**config.mk**
```make
export PLATFORM = sky130hd
export DESIGN_NAME = pic_top
export DESIGN_NICKNAME = d
export VERILOG_FILES = /design/src/verilog/pic_pkg.sv /design/src/verilog/pic_sel_if.sv /design/src/verilog/pic_flag_cell.sv /design/src/verilog/pic_prio_sel.sv /design/src/verilog/pic_top.sv
export SDC_FILE = /design/constraint.sdc
export NUM_CORES = 1
export LEC_CHECK = 0
export ABC_AREA = 1
export BUFFER_PORTS_ARGS = -buffer_cell sky130_fd_sc_hd__buf_2
export CORE_MARGIN = 2
export CORE_UTILIZATION = 39
export DETAILED_ROUTE_END_ITERATION = 10
export GPL_ROUTABILITY_DRIVEN = 0
export SETUP_SLACK_MARGIN = 0.15
export SLEW_MARGIN = 20
export SYNTH_ARGS = -nofsm -noshare
export SYNTH_HDL_FRONTEND = slang
export SYNTH_HIERARCHICAL = 1
export SYNTH_SLANG_ARGS = --single-unit
```
**constraint.sdc**
```tcl
create_clock -name clk -period 11.65 [get_ports clk]
set_input_delay 3.495 -clock clk [delete_from_list [all_inputs] [get_ports clk]]
set_output_delay 3.495 -clock clk [all_outputs]
set_load 0.02 [all_outputs]
```
**src/verilog/pic_pkg.sv**
```systemverilog
// Purpose: shared constants and types of the priority interrupt controller
// Assumes: 8-bit register port, eight maskable sources
// Notes: source 0 ranks highest in the default order
package pic_pkg;
	// ************************************************
	// sizes
	// ************************************************
	localparam int NUM_SRC = 8;
	localparam int LVL_W = 3;
	localparam int ADDR_W = 4;
	localparam int DATA_W = 8;

	// ************************************************
	// register offsets
	// ************************************************
	localparam logic [3:0] ADDR_SYSCTL = 4'h0;
	localparam logic [3:0] ADDR_ENABLE = 4'h1;
	localparam logic [3:0] ADDR_FLAGS = 4'h2;
	localparam logic [3:0] ADDR_PRIO0 = 4'h3;
	localparam logic [3:0] ADDR_PRIO3 = 4'h6;
	localparam logic [3:0] ADDR_COND_CODE = 4'h7;
	localparam logic [3:0] ADDR_EXT_STATUS = 4'h8;
	localparam logic [3:0] ADDR_VECTOR = 4'h9;
	localparam logic [3:0] ADDR_STATUS = 4'hA;

	// ************************************************
	// field positions and masks
	// ************************************************
	localparam int SYSCTL_MODE_HI_BIT = 5;
	localparam int COND_I_BIT = 7;
	localparam int EXT_T_BIT = 7;
	localparam logic [7:0] PRIO_MASK = 8'h77;

	// ************************************************
	// reset values and codes
	// ************************************************
	localparam logic [7:0] RST_ENABLE = 8'h00;
	localparam logic [7:0] RST_PRIO = 8'h77;
	localparam logic RST_COND_I = 1'b1;
	localparam logic [2:0] RST_MASK_LVL = 3'h7;
	localparam logic [2:0] NMI_LEVEL = 3'h7;
	localparam logic [7:0] VEC_NMI = 8'h07;
	localparam logic [7:0] VEC_BASE = 8'h40;
	localparam logic [1:0] BLOCK_STATES = 2'h3;

	typedef enum logic [2:0] {
		PIC_IDLE = 3'b000,
		PIC_WAIT = 3'b001,
		PIC_PUSH_PC = 3'b010,
		PIC_PUSH_COND = 3'b011,
		PIC_PUSH_EXT = 3'b100,
		PIC_FETCH = 3'b101
	} pic_state_t;
endpackage

```
**src/verilog/pic_sel_if.sv**
```systemverilog
`timescale 1ns/1ps
// Purpose: carries requests and levels to the resolver and its winner back
// Assumes: one clock domain, purely combinational path
// Notes: none
interface pic_sel_if;
	logic [7:0] req;
	logic [23:0] lvl;
	logic win_valid;
	logic [2:0] win_idx;
	logic [2:0] win_lvl;
	modport ctl (output req, output lvl, input win_valid, input win_idx, input win_lvl);
	modport res (input req, input lvl, output win_valid, output win_idx, output win_lvl);
endinterface

```
**src/verilog/pic_flag_cell.sv**
```systemverilog
`timescale 1ns/1ps
// Purpose: one sticky source flag with deferred software clear
// Assumes: insn_done pulses at the end of each instruction
// Notes: a new event wins over any clear, including a pending software clear that takes effect at insn_done
module pic_flag_cell
	import pic_pkg::*;
(
	input wire logic clk,
	input wire logic reset,
	input wire logic evt,
	input wire logic en,
	input wire logic sw_clr,
	input wire logic acc_clr,
	input wire logic insn_done,
	output logic flag
);
	typedef struct packed {
		logic flag;
		logic clr_hold;
	} pic_cell_t;

	pic_cell_t cell_reg;
	pic_cell_t cell_next;

	always_comb begin
		cell_next = cell_reg;
		if (sw_clr) begin
			cell_next.clr_hold = 1'b1;
		end
		if (insn_done && (cell_reg.clr_hold || sw_clr)) begin
			cell_next.flag = 1'b0;
			cell_next.clr_hold = 1'b0;
		end
		if (acc_clr) begin
			cell_next.flag = 1'b0;
		end
		if (evt && en) begin
			cell_next.flag = 1'b1;
		end
	end

	always_ff @(posedge clk) begin
		if (reset) begin
			cell_reg <= '0;
		end else begin
			cell_reg <= cell_next;
		end
	end

	assign flag = cell_reg.flag;
endmodule // pic_flag_cell

```
**src/verilog/pic_prio_sel.sv**
```systemverilog
`timescale 1ns/1ps
// Purpose: picks the highest level request, ties by default order
// Assumes: all levels zero gives plain default order
// Notes: lower index ranks higher
module pic_prio_sel
	import pic_pkg::*;
(
	pic_sel_if.res sel
);
	always_comb begin
		sel.win_valid = 1'b0;
		sel.win_idx = 3'h0;
		sel.win_lvl = 3'h0;
		for (int i = NUM_SRC - 1; i >= 0; i--) begin
			if (sel.req[i] && (!sel.win_valid || sel.lvl[i*3 +: 3] >= sel.win_lvl)) begin
				sel.win_valid = 1'b1;
				sel.win_idx = 3'(i);
				sel.win_lvl = sel.lvl[i*3 +: 3];
			end
		end
	end
endmodule // pic_prio_sel

```
**src/verilog/pic_top.sv**
```systemverilog
// Implementation choices: the strobed register port and the placing of the registers.
`timescale 1ns/1ps
// Purpose: priority interrupt controller with cpu acceptance sequence
// Assumes: cpu pulses insn_done at each instruction end
// Notes: vector address is vector number times four
//
// Overview of operation
// - nmi accepted except in reset, hardware standby, or the three states after a mask register write.
// - each maskable source has an enable; enable 1 raises, 0 blocks.
// - mode select 00 is mode 0, 10 is mode 2; low bit never set.
// - mode 0 with mask bit 1 accepts only nmi, others stay pending.
// - mode 0 accepts the top request in fixed default order.
// - mode 2 picks the highest programmed of eight levels.
// - mode 2 equal levels resolved by fixed default order.
// - mode 2 accepts only levels strictly above the mask level.
// - mode 2 ignores mask bit for gating but sets it on accept.
// - exception processing starts after current instruction ends.
// - mode 0 stacks return pc and condition codes.
// - mode 0 sets mask bit after stacking.
// - mode 2 stacks pc, condition codes and extended status.
// - mode 2 clears trace, loads mask level; nmi loads seven.
// - vector number given; handler address fetched and jumped to.
// - acceptance refused three states after a mask register write.
// - clearing enable or flag takes effect after the instruction.
module pic_top
	import pic_pkg::*;
(
	input wire logic clk,
	input wire logic reset,
	input wire logic hw_standby,
	input wire logic [3:0] addr,
	input wire logic [7:0] wdata,
	input wire logic wr,
	input wire logic rd,
	output logic [7:0] rdata,
	input wire logic nmi_in,
	input wire logic [7:0] src_evt,
	input wire logic insn_done,
	input wire logic [15:0] cur_pc,
	output logic irq_req,
	output logic [7:0] vec_num,
	output logic push_valid,
	output logic [15:0] push_data,
	output logic fetch_req,
	output logic [15:0] fetch_addr,
	input wire logic fetch_ack,
	input wire logic [15:0] fetch_data,
	output logic jump_valid,
	output logic [15:0] jump_pc
);
	// ************************************************
	// state
	// ************************************************
	typedef struct packed {
		logic [7:0] rdata;
		logic mode2;
		logic [7:0] en;
		logic [7:0] en_hold;
		logic [3:0][7:0] prio;
		logic mask_bit;
		logic trace_bit;
		logic [2:0] mask_lvl;
		logic [1:0] block_cnt;
		logic nmi_flag;
		pic_state_t st;
		logic [2:0] acc_lvl;
		logic [7:0] vec;
		logic [15:0] ret_pc;
		logic irq_req;
		logic push_valid;
		logic [15:0] push_data;
		logic fetch_req;
		logic [15:0] fetch_addr;
		logic jump_valid;
		logic [15:0] jump_pc;
	} pic_top_t;

	pic_top_t s_reg;
	pic_top_t s_next;
	logic [7:0] flags;
	logic [7:0] sw_clr;
	logic [7:0] acc_clr;
	logic [7:0] en_live;
	logic [7:0] evt_gated;
	logic mask_ok;
	pic_sel_if sel();

	// ************************************************
	// source flags and resolver
	// ************************************************
	assign en_live = s_reg.en | s_reg.en_hold;
	assign evt_gated = hw_standby ? 8'h00 : src_evt;

	genvar g;
	generate
		for (g = 0; g < NUM_SRC; g++) begin : g_src
			pic_flag_cell u_cell (
				.clk(clk),
				.reset(reset),
				.evt(evt_gated[g]),
				.en(en_live[g]),
				.sw_clr(sw_clr[g]),
				.acc_clr(acc_clr[g]),
				.insn_done(insn_done),
				.flag(flags[g])
			);
		end
	endgenerate

	always_comb begin
		sel.req = flags & en_live;
		for (int i = 0; i < NUM_SRC; i++) begin
			if (!s_reg.mode2) begin
				sel.lvl[i*3 +: 3] = 3'h0;
			end else if (i % 2 == 0) begin
				sel.lvl[i*3 +: 3] = s_reg.prio[i/2][6:4];
			end else begin
				sel.lvl[i*3 +: 3] = s_reg.prio[i/2][2:0];
			end
		end
	end

	pic_prio_sel u_sel (
		.sel(sel)
	);

	assign mask_ok = sel.win_valid &&
		(s_reg.mode2 ? (sel.win_lvl > s_reg.mask_lvl) : !s_reg.mask_bit);

	// ************************************************
	// next state
	// ************************************************
	always_comb begin
		s_next = s_reg;
		sw_clr = 8'h00;
		acc_clr = 8'h00;
		s_next.push_valid = 1'b0;
		s_next.jump_valid = 1'b0;
		s_next.rdata = 8'h00;
		if (s_reg.block_cnt != 2'h0) begin
			s_next.block_cnt = s_reg.block_cnt - 2'h1;
		end
		if (insn_done) begin
			s_next.en_hold = 8'h00;
		end
		if (wr) begin
			if (addr == ADDR_SYSCTL) begin
				s_next.mode2 = wdata[SYSCTL_MODE_HI_BIT];
			end else if (addr == ADDR_ENABLE) begin
				s_next.en_hold = s_next.en_hold | (s_reg.en & ~wdata);
				s_next.en = wdata;
			end else if (addr == ADDR_FLAGS) begin
				sw_clr = wdata;
			end else if (addr >= ADDR_PRIO0 && addr <= ADDR_PRIO3) begin
				s_next.prio[2'(addr - ADDR_PRIO0)] = wdata & PRIO_MASK;
			end else if (addr == ADDR_COND_CODE) begin
				s_next.mask_bit = wdata[COND_I_BIT];
				s_next.block_cnt = BLOCK_STATES;
			end else if (addr == ADDR_EXT_STATUS) begin
				s_next.trace_bit = wdata[EXT_T_BIT];
				s_next.mask_lvl = wdata[2:0];
				s_next.block_cnt = BLOCK_STATES;
			end
		end
		if (rd) begin
			if (addr == ADDR_SYSCTL) begin
				s_next.rdata = {2'b00, s_reg.mode2, 5'h00};
			end else if (addr == ADDR_ENABLE) begin
				s_next.rdata = s_reg.en;
			end else if (addr == ADDR_FLAGS) begin
				s_next.rdata = flags;
			end else if (addr >= ADDR_PRIO0 && addr <= ADDR_PRIO3) begin
				s_next.rdata = s_reg.prio[2'(addr - ADDR_PRIO0)];
			end else if (addr == ADDR_COND_CODE) begin
				s_next.rdata = {s_reg.mask_bit, 7'h00};
			end else if (addr == ADDR_EXT_STATUS) begin
				s_next.rdata = {s_reg.trace_bit, 4'h0, s_reg.mask_lvl};
			end else if (addr == ADDR_VECTOR) begin
				s_next.rdata = s_reg.vec;
			end else if (addr == ADDR_STATUS) begin
				s_next.rdata = {s_reg.nmi_flag, s_reg.irq_req, 3'h0, s_reg.st};
			end
		end

		// ************************************************
		// acceptance and exception sequence
		// ************************************************
		case (s_reg.st)
			PIC_IDLE: begin
				if (s_reg.block_cnt == 2'h0) begin
					if (s_reg.nmi_flag) begin
						s_next.nmi_flag = 1'b0;
						s_next.acc_lvl = NMI_LEVEL;
						s_next.vec = VEC_NMI;
						s_next.irq_req = 1'b1;
						s_next.st = PIC_WAIT;
						if (s_reg.mode2) begin
							s_next.mask_bit = 1'b1;
						end
					end else if (mask_ok) begin
						acc_clr[sel.win_idx] = 1'b1;
						s_next.acc_lvl = sel.win_lvl;
						s_next.vec = VEC_BASE + {5'h00, sel.win_idx};
						s_next.irq_req = 1'b1;
						s_next.st = PIC_WAIT;
						if (s_reg.mode2) begin
							s_next.mask_bit = 1'b1;
						end
					end
				end
			end
			PIC_WAIT: begin
				if (insn_done) begin
					s_next.ret_pc = cur_pc;
					s_next.irq_req = 1'b0;
					s_next.st = PIC_PUSH_PC;
				end
			end
			PIC_PUSH_PC: begin
				s_next.push_valid = 1'b1;
				s_next.push_data = s_reg.ret_pc;
				s_next.st = PIC_PUSH_COND;
			end
			PIC_PUSH_COND: begin
				s_next.push_valid = 1'b1;
				s_next.push_data = {8'h00, s_reg.mask_bit, 7'h00};
				if (s_reg.mode2) begin
					s_next.st = PIC_PUSH_EXT;
				end else begin
					s_next.mask_bit = 1'b1;
					s_next.fetch_req = 1'b1;
					s_next.fetch_addr = {6'h00, s_reg.vec, 2'b00};
					s_next.st = PIC_FETCH;
				end
			end
			PIC_PUSH_EXT: begin
				s_next.push_valid = 1'b1;
				s_next.push_data = {8'h00, s_reg.trace_bit, 4'h0, s_reg.mask_lvl};
				s_next.trace_bit = 1'b0;
				s_next.mask_lvl = s_reg.acc_lvl;
				s_next.fetch_req = 1'b1;
				s_next.fetch_addr = {6'h00, s_reg.vec, 2'b00};
				s_next.st = PIC_FETCH;
			end
			PIC_FETCH: begin
				if (fetch_ack) begin
					s_next.fetch_req = 1'b0;
					s_next.jump_valid = 1'b1;
					s_next.jump_pc = fetch_data;
					s_next.st = PIC_IDLE;
				end
			end
			default: begin
				s_next.st = PIC_IDLE;
			end
		endcase

		if (nmi_in) begin
			s_next.nmi_flag = 1'b1;
		end
		if (hw_standby) begin
			s_next.nmi_flag = 1'b0;
			s_next.irq_req = 1'b0;
			s_next.fetch_req = 1'b0;
			s_next.push_valid = 1'b0;
			s_next.jump_valid = 1'b0;
			s_next.st = PIC_IDLE;
			acc_clr = 8'h00;
		end
	end

	// ************************************************
	// registers
	// ************************************************
	always_ff @(posedge clk) begin
		if (reset) begin
			s_reg <= '0;
			s_reg.en <= RST_ENABLE;
			s_reg.prio <= {4{RST_PRIO}};
			s_reg.mask_bit <= RST_COND_I;
			s_reg.mask_lvl <= RST_MASK_LVL;
			s_reg.st <= PIC_IDLE;
		end else begin
			s_reg <= s_next;
		end
	end

	assign rdata = s_reg.rdata;
	assign irq_req = s_reg.irq_req;
	assign vec_num = s_reg.vec;
	assign push_valid = s_reg.push_valid;
	assign push_data = s_reg.push_data;
	assign fetch_req = s_reg.fetch_req;
	assign fetch_addr = s_reg.fetch_addr;
	assign jump_valid = s_reg.jump_valid;
	assign jump_pc = s_reg.jump_pc;
endmodule // pic_top

```
==> results_dict.tcl, run 1 <==
set metrics [dict create \
    outcome "complete, no violations" \
    overflow 0 \
    fin_nets 1319 \
    crit_type "flop to flop" \
    worstHoldStart "jump_pc[7]$_SDFFE_PP0P_" \
    postRouteAntennaNets 0 \
    rr_endpoint "g_src[5].u_cell/flag$_SDFFE_PP0P_" \
    cts_setup_buffers 0 \
    drt-total-wl_um 23300 \
    hold_class "flop to flop" \
    drv_cap 0 \
    hold_buffers 0 \
    avgViaCountPerCell 5.00 \
    synthCells 1178 \
    met2_usage 0.328 \
    synth_ff_type "dfxtp_1" \
    grt_max_degree 69 \
    worstHoldPathCells 2 \
    track_usage 0.213 \
    die_width_um 149 \
    synth_area_leaders "dfxtp_1 (36%), nand2_1 (13%), nand3_1 (6.8%)" \
    ys_seq_elements 147 \
    syn_area_um2 8180 \
    yosysSeqAreaShare 0.360 \
    vias 7560 \
    synth.distinct_cells 47 \
    first_pass_iters 5 \
    cts_sinks 147 \
    cp_data_arrival_time_ps 10350 \
    synth_top_area_frac 0.360 \
    min_period_ps 10070 \
    rows 52 \
    use_met3 0.0511 \
    ir_worst_vdd_uv 110 \
    cts_tree "built" \
    cts_resized 0 \
    drv_slew 0 \
    place_hpwl_um 17000 \
    relSlewSlack 0.402 \
    grt_antenna_before_repair 0 \
    finalCritPeriodShare 0.864 \
    r2r_slack_ps 1580 \
    clk_latency_ps 430 \
    fin_skew_ps 13.0 \
    fmaxAchievable_mhz 99.3 \
    clockBufferDepth 2 \
    power_leakage_nw 4.43 \
    utilization 0.446 \
    rsz0062_at_grt "no" \
    finalHoldViolCount 0 \
    crit_path_end_kind "flop" \
    synth_top_area_cell "dfxtp_1" \
    slowest_delay_ps 910 \
    diodes 0 \
    crit_slowest_cell "dfxtp_1" \
    reg2regPathDepth 61 \
    busiest_layer "met2" \
    fin_setup_tns_ps 0 \
    critPathMostFrequentCell "nand2_1" \
    drive_above_1_share 0.178 \
    post-route-drc-count 0 \
    die_y_um 149 \
    drtIter0Drc 571 \
    powerDensity_nw_per_um2 125 \
    synth_edf_count 0 \
    required_ps 11930 \
    clkTransAtPathRegs_ps 70 \
    use_met1 0.293 \
    grt_pass1_wl_um 37200 \
    die_area_um2 22200 \
    grt_pass1_vias 7135 \
    cts_buffers 17 \
    worstMarginPinSlew_ps 895 \
    min_to "jump_pc[7]$_SDFFE_PP0P_" \
    synthToLayoutAreaGrowth_pct 11.3 \
    port-buffer-count 111 \
    pin_count 128 \
    crit_path_max_fanout 28 \
    setup_viol 0 \
    ys_warn_count 6 \
    start_kind "flop" \
    rr_startpoint "s_reg[138]$_SDFFE_PP0P_" \
    postSynth.asyncResetShare 0 \
    ctsHtreeMaxLevel 4 \
    core_area_um2 20400 \
    drt-wirelength-per-cell_um 15.4 \
    start_util 0.401 \
    synth_area_per_cell_um2 6.95 \
    root_buffer "clkbuf_16" \
]
[synth_stat cells, drive strengths merged (13+ instances only)]
cell type  number
a21oi          90
ha             31
nand2         289
buf            76
nor2          102
dfxtp         147
inv           143
nor3           26
nand3         113
clkbuf         22
o21ai          64
or2            13
[final cells by class]
cell class,count,area [µm²]
multi-input combinational,802,4120
fill,2170,11300
timing repair buffer,114,578
tap,270,338
clock inverter,13,118
clock buffer,19,453
inverter,146,558
sequential,147,2940
[metrics by stage]
step / total power [mW] / hold WS, ps / instance area (µm²) / setup slack, ps / instances
global route: 1.18 / 478 / 9110 / 545 / 1511
finish: 1.14 / 458 / 9110 / 1580 / 1511
CTS: 1.15 / 458 / 9110 / 1720 / 1511
floorplan: 0.587 / 427 / 8240 / 2970 / 1193
detailed placement: 0.617 / 449 / 8540 / 1760 / 1479
global placement: 0.617 / 445 / 8540 / 2120 / 1479
[placed cells by master, fill, tap and decap left out, drive strengths merged]
master    netlist  routed
nand2         289     289
inv           143     149
dfxtp         147     147
buf            76     114
nand3         113     113
nor2          102     102
a21oi          90      90
o21ai          64      64
ha             31      31
nor3           26      26
clkbuf         22      19
conb            1      16
or2            13      13
nand4           9       9
and2            9       9
o211ai          9       9
clkinv          3       9
o21a            7       7
a31oi           7       7
o2111ai         6       6
o22ai           3       3
nor4            2       2
nand3b          2       2
a21boi          1       1
a221oi          1       1
o21bai          1       1
clkinvlp        0       1
o311ai          1       1
[worst max-delay path by stage]
stage | cells after the start | slack, ps | to | start
final | 61 | 1580 | g_src[5].u_cell/flag$_SDFFE_PP0P_ | s_reg[138]$_SDFFE_PP0P_
after global routing | 61 | 540 | g_src[1].u_cell/flag$_SDFFE_PP0P_ | s_reg[138]$_SDFFE_PP0P_
after CTS | 60 | 1720 | g_src[1].u_cell/flag$_SDFFE_PP0P_ | s_reg[138]$_SDFFE_PP0P_
after detailed placement | 60 | 1760 | g_src[5].u_cell/flag$_SDFFE_PP0P_ | s_reg[138]$_SDFFE_PP0P_
after global placement | 60 | 2120 | g_src[1].u_cell/flag$_SDFFE_PP0P_ | s_reg[138]$_SDFFE_PP0P_
after floorplan | 62 | 2970 | g_src[1].u_cell/flag$_SDFFE_PP0P_ | s_reg[138]$_SDFFE_PP0P_
[critical path, delay by kind of cell, from the launching register on]
family          cells  cell delay, ps
simple gates       35            4010
fa+ha+maj           8            2420
flops               1             910
compound gates     13            2040
buf+inv             5             550
[layer usage]
layer,up-vias,wire length (µm)
li1,3827,-
met1,3480,11000
met2,224,10300
met4,0,500
met5,-,0
met3,29,1510
[power breakdown]
group / switching, mW / internal [mW] / leakage [nW] / total (mW)
combinational: 0.0671 / 0.0261 / 2.96 / 0.0932
clock: 0.241 / 0.291 / 0.281 / 0.532
sequential: 0.00513 / 0.509 / 1.19 / 0.514
total: 0.313 / 0.826 / 4.43 / 1.14
[logic make-up (layout without fill, tap and decap cells)]
kind of cell               count (synthesis)  in the layout  share of synthesized area
AOI/OAI and AO/OA                        190            190                      0.135
other                                      1             16                   0.000458
and+or+nand+nor                          565            565                      0.312
buffers and inverters                    244            292                      0.145
adders and majority gates                 31             31                     0.0474
DFF                                      147            147                      0.360
Note: power is estimated with default switching activity, not from simulation.
==> run 2: changes to the inputs <==
- clock period: 11.65 -> 9.9 ns (I/O delays scaled with it)
==> results_dict.tcl, run 2 (same netlist as run 1, synthesis figures left out) <==
set metrics [dict create \
    grt_antenna_before_repair 0 \
    avgViaCountPerCell 5.04 \
    grt_pass1_vias 6991 \
    diodes 0 \
    synthToLayoutAreaGrowth_pct 14.5 \
    postRouteAntennaNets 0 \
    port-buffer-count 111 \
    clockBufferDepth 2 \
    use_met3 0.0410 \
    die_width_um 149 \
    cp_data_arrival_time_ps 9450 \
    fmaxAchievable_mhz 109 \
    ir_worst_vdd_uv 122 \
    fin_skew_ps 8.35 \
    final_common_cell "nand2_1" \
    drt-total-wl_um 23900 \
    drtIter0Drc 762 \
    critPathMostFrequentCell "nand2_1" \
    pin_count 128 \
    min_period_ps 9160 \
    clkTransAtPathRegs_ps 70 \
    fin_nets 1329 \
    crit_path_max_fanout 8 \
    reg2regPathDepth 59 \
    required_ps 10190 \
    met2_usage 0.335 \
    crit_slowest_cell "dfxtp_4" \
    outcome "complete, no violations" \
    hold_class "flop to flop" \
    start_util 0.401 \
    busiest_layer "met2" \
    cts_buffers 17 \
    first_pass_iters 5 \
    drt-wirelength-per-cell_um 15.7 \
    cts_tree "built" \
    finalHoldViolCount 0 \
    worstMarginPinSlew_ps 799 \
    die_y_um 149 \
    start_kind "flop" \
    vias 7672 \
    drive_above_1_share 0.208 \
    rsz0062_at_grt "no" \
    drv_cap 0 \
    rows 52 \
    worstHoldPathCells 2 \
    grt_max_degree 66 \
    powerDensity_nw_per_um2 147 \
    die_area_um2 22200 \
    drv_slew 0 \
    cts_sinks 147 \
    relSlewSlack 0.467 \
    finalCritPeriodShare 0.925 \
    power_leakage_nw 4.49 \
    setup_viol 0 \
    place_hpwl_um 17300 \
    ctsHtreeMaxLevel 4 \
    regArea_um2 2950 \
    post-route-drc-count 0 \
    use_met1 0.302 \
    crit_type "flop to flop" \
    overflow 0 \
    core_area_um2 20400 \
    fillers 2145 \
    fin_setup_tns_ps 0 \
    final_cell_mix "nand2_1 (275), dfxtp_1 (143), inv_1 (120)" \
    track_usage 0.214 \
    hold_ws_ps 457 \
    multi_input_area_um2 4260 \
    grt_pass1_wl_um 37400 \
    slowest_delay_ps 360 \
    clk_latency_ps 430 \
    crit_path_end_kind "flop" \
    root_buffer "clkbuf_16" \
]
-- run 2: through the flow --
stage          instance area, µm²  cells  total power [mW]  worst slack [ps]  utilization
6_report                     9370   1521              1.37               741        0.459
5_1_grt                      9370   1521              1.42               120        0.459
4_1_cts                      9150   1512              1.38               162        0.448
3_5_place_dp                 8540   1480             0.727               291        0.418
3_3_place_gp                 8540   1480             0.727               615        0.418
2_1_floorplan                8240   1193             0.691              1220            -
-- run 2: critical path, delay by kind of cell (launching register included) --
kind            cells  cell delay [ps]
compound gates     13             1990
fa+ha+maj           8             2110
buf+inv             3              210
flops               1              360
simple gates       35             4330
-- run 2: final cells by class --
cell class,count,share of cell area
multi-input cells,802,0.455
flip-flops and latches,147,0.315
repair buffers,124,0.0697
inverters,146,0.0598
clock buffers,17,0.0454
well taps,270,0.0360
clock inverters,15,0.0196
-- run 2: final timing paths --
check / slack (ps) / to / start
setup / recovery: 740 / g_src[3].u_cell/flag$_SDFFE_PP0P_ / s_reg[137]$_SDFFE_PP0P_
hold / removal: 460 / jump_pc[15]$_SDFFE_PP0P_ / jump_pc[15]$_SDFFE_PP0P_
setup reg to reg: 740 / g_src[3].u_cell/flag$_SDFFE_PP0P_ / s_reg[137]$_SDFFE_PP0P_
hold reg to reg: 460 / jump_pc[15]$_SDFFE_PP0P_ / jump_pc[15]$_SDFFE_PP0P_
-- run 2: timing repair --
action	CTS	global route
gates resized for setup	0	35
buffers inserted	0	9
hold buffers	0	0
setup endpoints to repair	0	19
endpoints found under the hold margin	0	0
-- run 2: per-layer routing --
layer / part of all wire / routed length [µm]
met5: 0 / 0
met4: 0.016 / 388
met3: 0.060 / 1440
met2: 0.45 / 10800
met1: 0.47 / 11200
-- run 2: where the power goes --
group          internal [mW]  switching (mW)
clock                  0.342           0.315
combinational         0.0316          0.0806
sequential             0.598         0.00562
==> run 3: changes to the inputs <==
- CORE_ASPECT_RATIO: not set -> 1.75
- CTS_BUF_LIST: not set -> sky130_fd_sc_hd__clkbuf_16
==> results_dict.tcl, run 3 (same netlist as run 1, synthesis figures left out) <==
set metrics [dict create \
    drt-total-wl_um 25500 \
    hold_buffers 0 \
    place_hpwl_um 19200 \
    post-route-drc-count 0 \
    hold_ws_ps 458 \
    overflow 0 \
    port-buffer-count 111 \
    min_to "jump_pc[1]$_SDFFE_PP0P_" \
    crit_slowest_cell "dfxtp_4" \
    start_util 0.394 \
    outcome "complete, no violations" \
    relSlewSlack 0.472 \
    cp_data_arrival_time_ps 9580 \
    required_ps 10180 \
    rr_startpoint "s_reg[137]$_SDFFE_PP0P_" \
    die_width_um 114 \
    drt-wirelength-per-cell_um 16.9 \
    fin_setup_tns_ps 0 \
    drv_slew 0 \
    start_kind "flop" \
    crit_path_max_fanout 7 \
    crit_path_end_kind "flop" \
    min_period_ps 9300 \
    fin_skew_ps 11.7 \
    worstHoldPathCells 2 \
    pin_count 128 \
    rr_endpoint "g_src[5].u_cell/flag$_SDFFE_PP0P_" \
    clockBufferDepth 2 \
    fmaxAchievable_mhz 108 \
    final_cell_mix "nand2_1 (276), dfxtp_1 (143), inv_1 (123)" \
    cts_buffers 17 \
    grt_pass1_wl_um 39100 \
    die_y_um 196 \
    critPathMostFrequentCell "nand2_1" \
    die_area_um2 22200 \
    grt_antenna_before_repair 0 \
    diodes 0 \
    vias 7727 \
    drv_cap 0 \
    clkTransAtPathRegs_ps 60 \
    crit_type "flop to flop" \
    reg2regPathDepth 60 \
    worstMarginPinSlew_ps 792 \
    slowest_delay_ps 370 \
    core_area_um2 20800 \
    finalCritPeriodShare 0.939 \
    powerDensity_nw_per_um2 145 \
    cts_sinks 147 \
    ir_worst_vdd_uv 125 \
    rows 70 \
    postRouteAntennaNets 0 \
    ctsHtreeMaxLevel 4 \
    hold_class "flop to flop" \
    track_usage 0.230 \
    rsz0062_at_grt "no" \
    drive_above_1_share 0.206 \
    clk_latency_ps 430 \
    finalHoldViolCount 0 \
    r2r_slack_ps 600 \
    power_leakage_nw 4.53 \
    drtIter0Drc 360 \
    synthToLayoutAreaGrowth_pct 14.3 \
    power.total_mw 1.36 \
    grt_pass1_vias 7368 \
    root_buffer "clkbuf_16" \
    grt_max_degree 69 \
    setup_viol 0 \
    worstHoldStart "jump_pc[1]$_SDFFE_PP0P_" \
    cts_tree "built" \
    avgViaCountPerCell 5.13 \
    first_pass_iters 7 \
    final_common_cell "nand2_1" \
    fin_nets 1334 \
]
-- run 3: cell count changes in the layout (fill, tap and decap cells not counted), moves of 3 or more --
| cell | change |
|---|---|
| bufinv_16 | +3 |
| clkinv_2 | +5 |
| clkinv_8 | -5 |
| inv_1 | +3 |
| inv_8 | -4 |
-- run 3: repair_timing --
item                                    in CTS  in global routing
endpoints found under the setup margin       0                 19
resized for setup                            0                 37
setup buffers                                0                 13
-- run 3: routing by layer --
metal,part of all wire,GRT usage,routed length [µm],vias up
li1,-,-,-,3864
met1,0.36,0.230,9110,3556
met2,0.52,0.402,13100,223
met3,0.036,0.0366,925,84
met4,0.090,0.204,2300,0
met5,0,0,0,-
-- run 3: worst max path at each step --
| stage | from | endpoint | cells after the start |
|---|---|---|---|
| 2_1_floorplan | s_reg[138]$_SDFFE_PP0P_ | g_src[1].u_cell/flag$_SDFFE_PP0P_ | 62 |
| 3_3_place_gp | s_reg[137]$_SDFFE_PP0P_ | g_src[5].u_cell/flag$_SDFFE_PP0P_ | 59 |
| 3_5_place_dp | s_reg[138]$_SDFFE_PP0P_ | g_src[1].u_cell/flag$_SDFFE_PP0P_ | 61 |
| 4_1_cts | s_reg[138]$_SDFFE_PP0P_ | g_src[5].u_cell/flag$_SDFFE_PP0P_ | 61 |
| 5_1_grt | s_reg[138]$_SDFFE_PP0P_ | g_src[5].u_cell/flag$_SDFFE_PP0P_ | 63 |
| 6_report | s_reg[137]$_SDFFE_PP0P_ | g_src[5].u_cell/flag$_SDFFE_PP0P_ | 60 |
-- run 3: metrics by stage --
step	cells	instance area [µm²]	utilization	setup WS (ps)
after CTS	1492	9090	0.438	170
after detailed placement	1462	8520	0.410	244
after global placement	1462	8520	0.410	547
after floorplan	1193	8240	-	1220
final	1506	9360	0.451	601
after global routing	1506	9360	0.451	59.5
-- run 3: worst max-delay path: cells and delay by family (launching register included) --
kind	cells	cell delay, ps
simple gates	35	4260
fa+ha+maj	8	2130
compound gates	13	1970
buf+inv	4	420
flops	1	370
-- run 3: layout make-up --
class,count,area (µm²)
Sequential cell,147,2950
Timing Repair Buffer,128,701
Tap cell,252,315
Multi-Input combinational cell,803,4260
Fill cell,2183,11400
Inverter,146,558
Clock inverter,13,148
Clock buffer,17,425
-- run 3: power breakdown --
group | total [mW] | switching (mW) | internal [mW]
clock | 0.637 | 0.249 | 0.389
sequential | 0.605 | 0.00609 | 0.599
combinational | 0.115 | 0.0834 | 0.0321
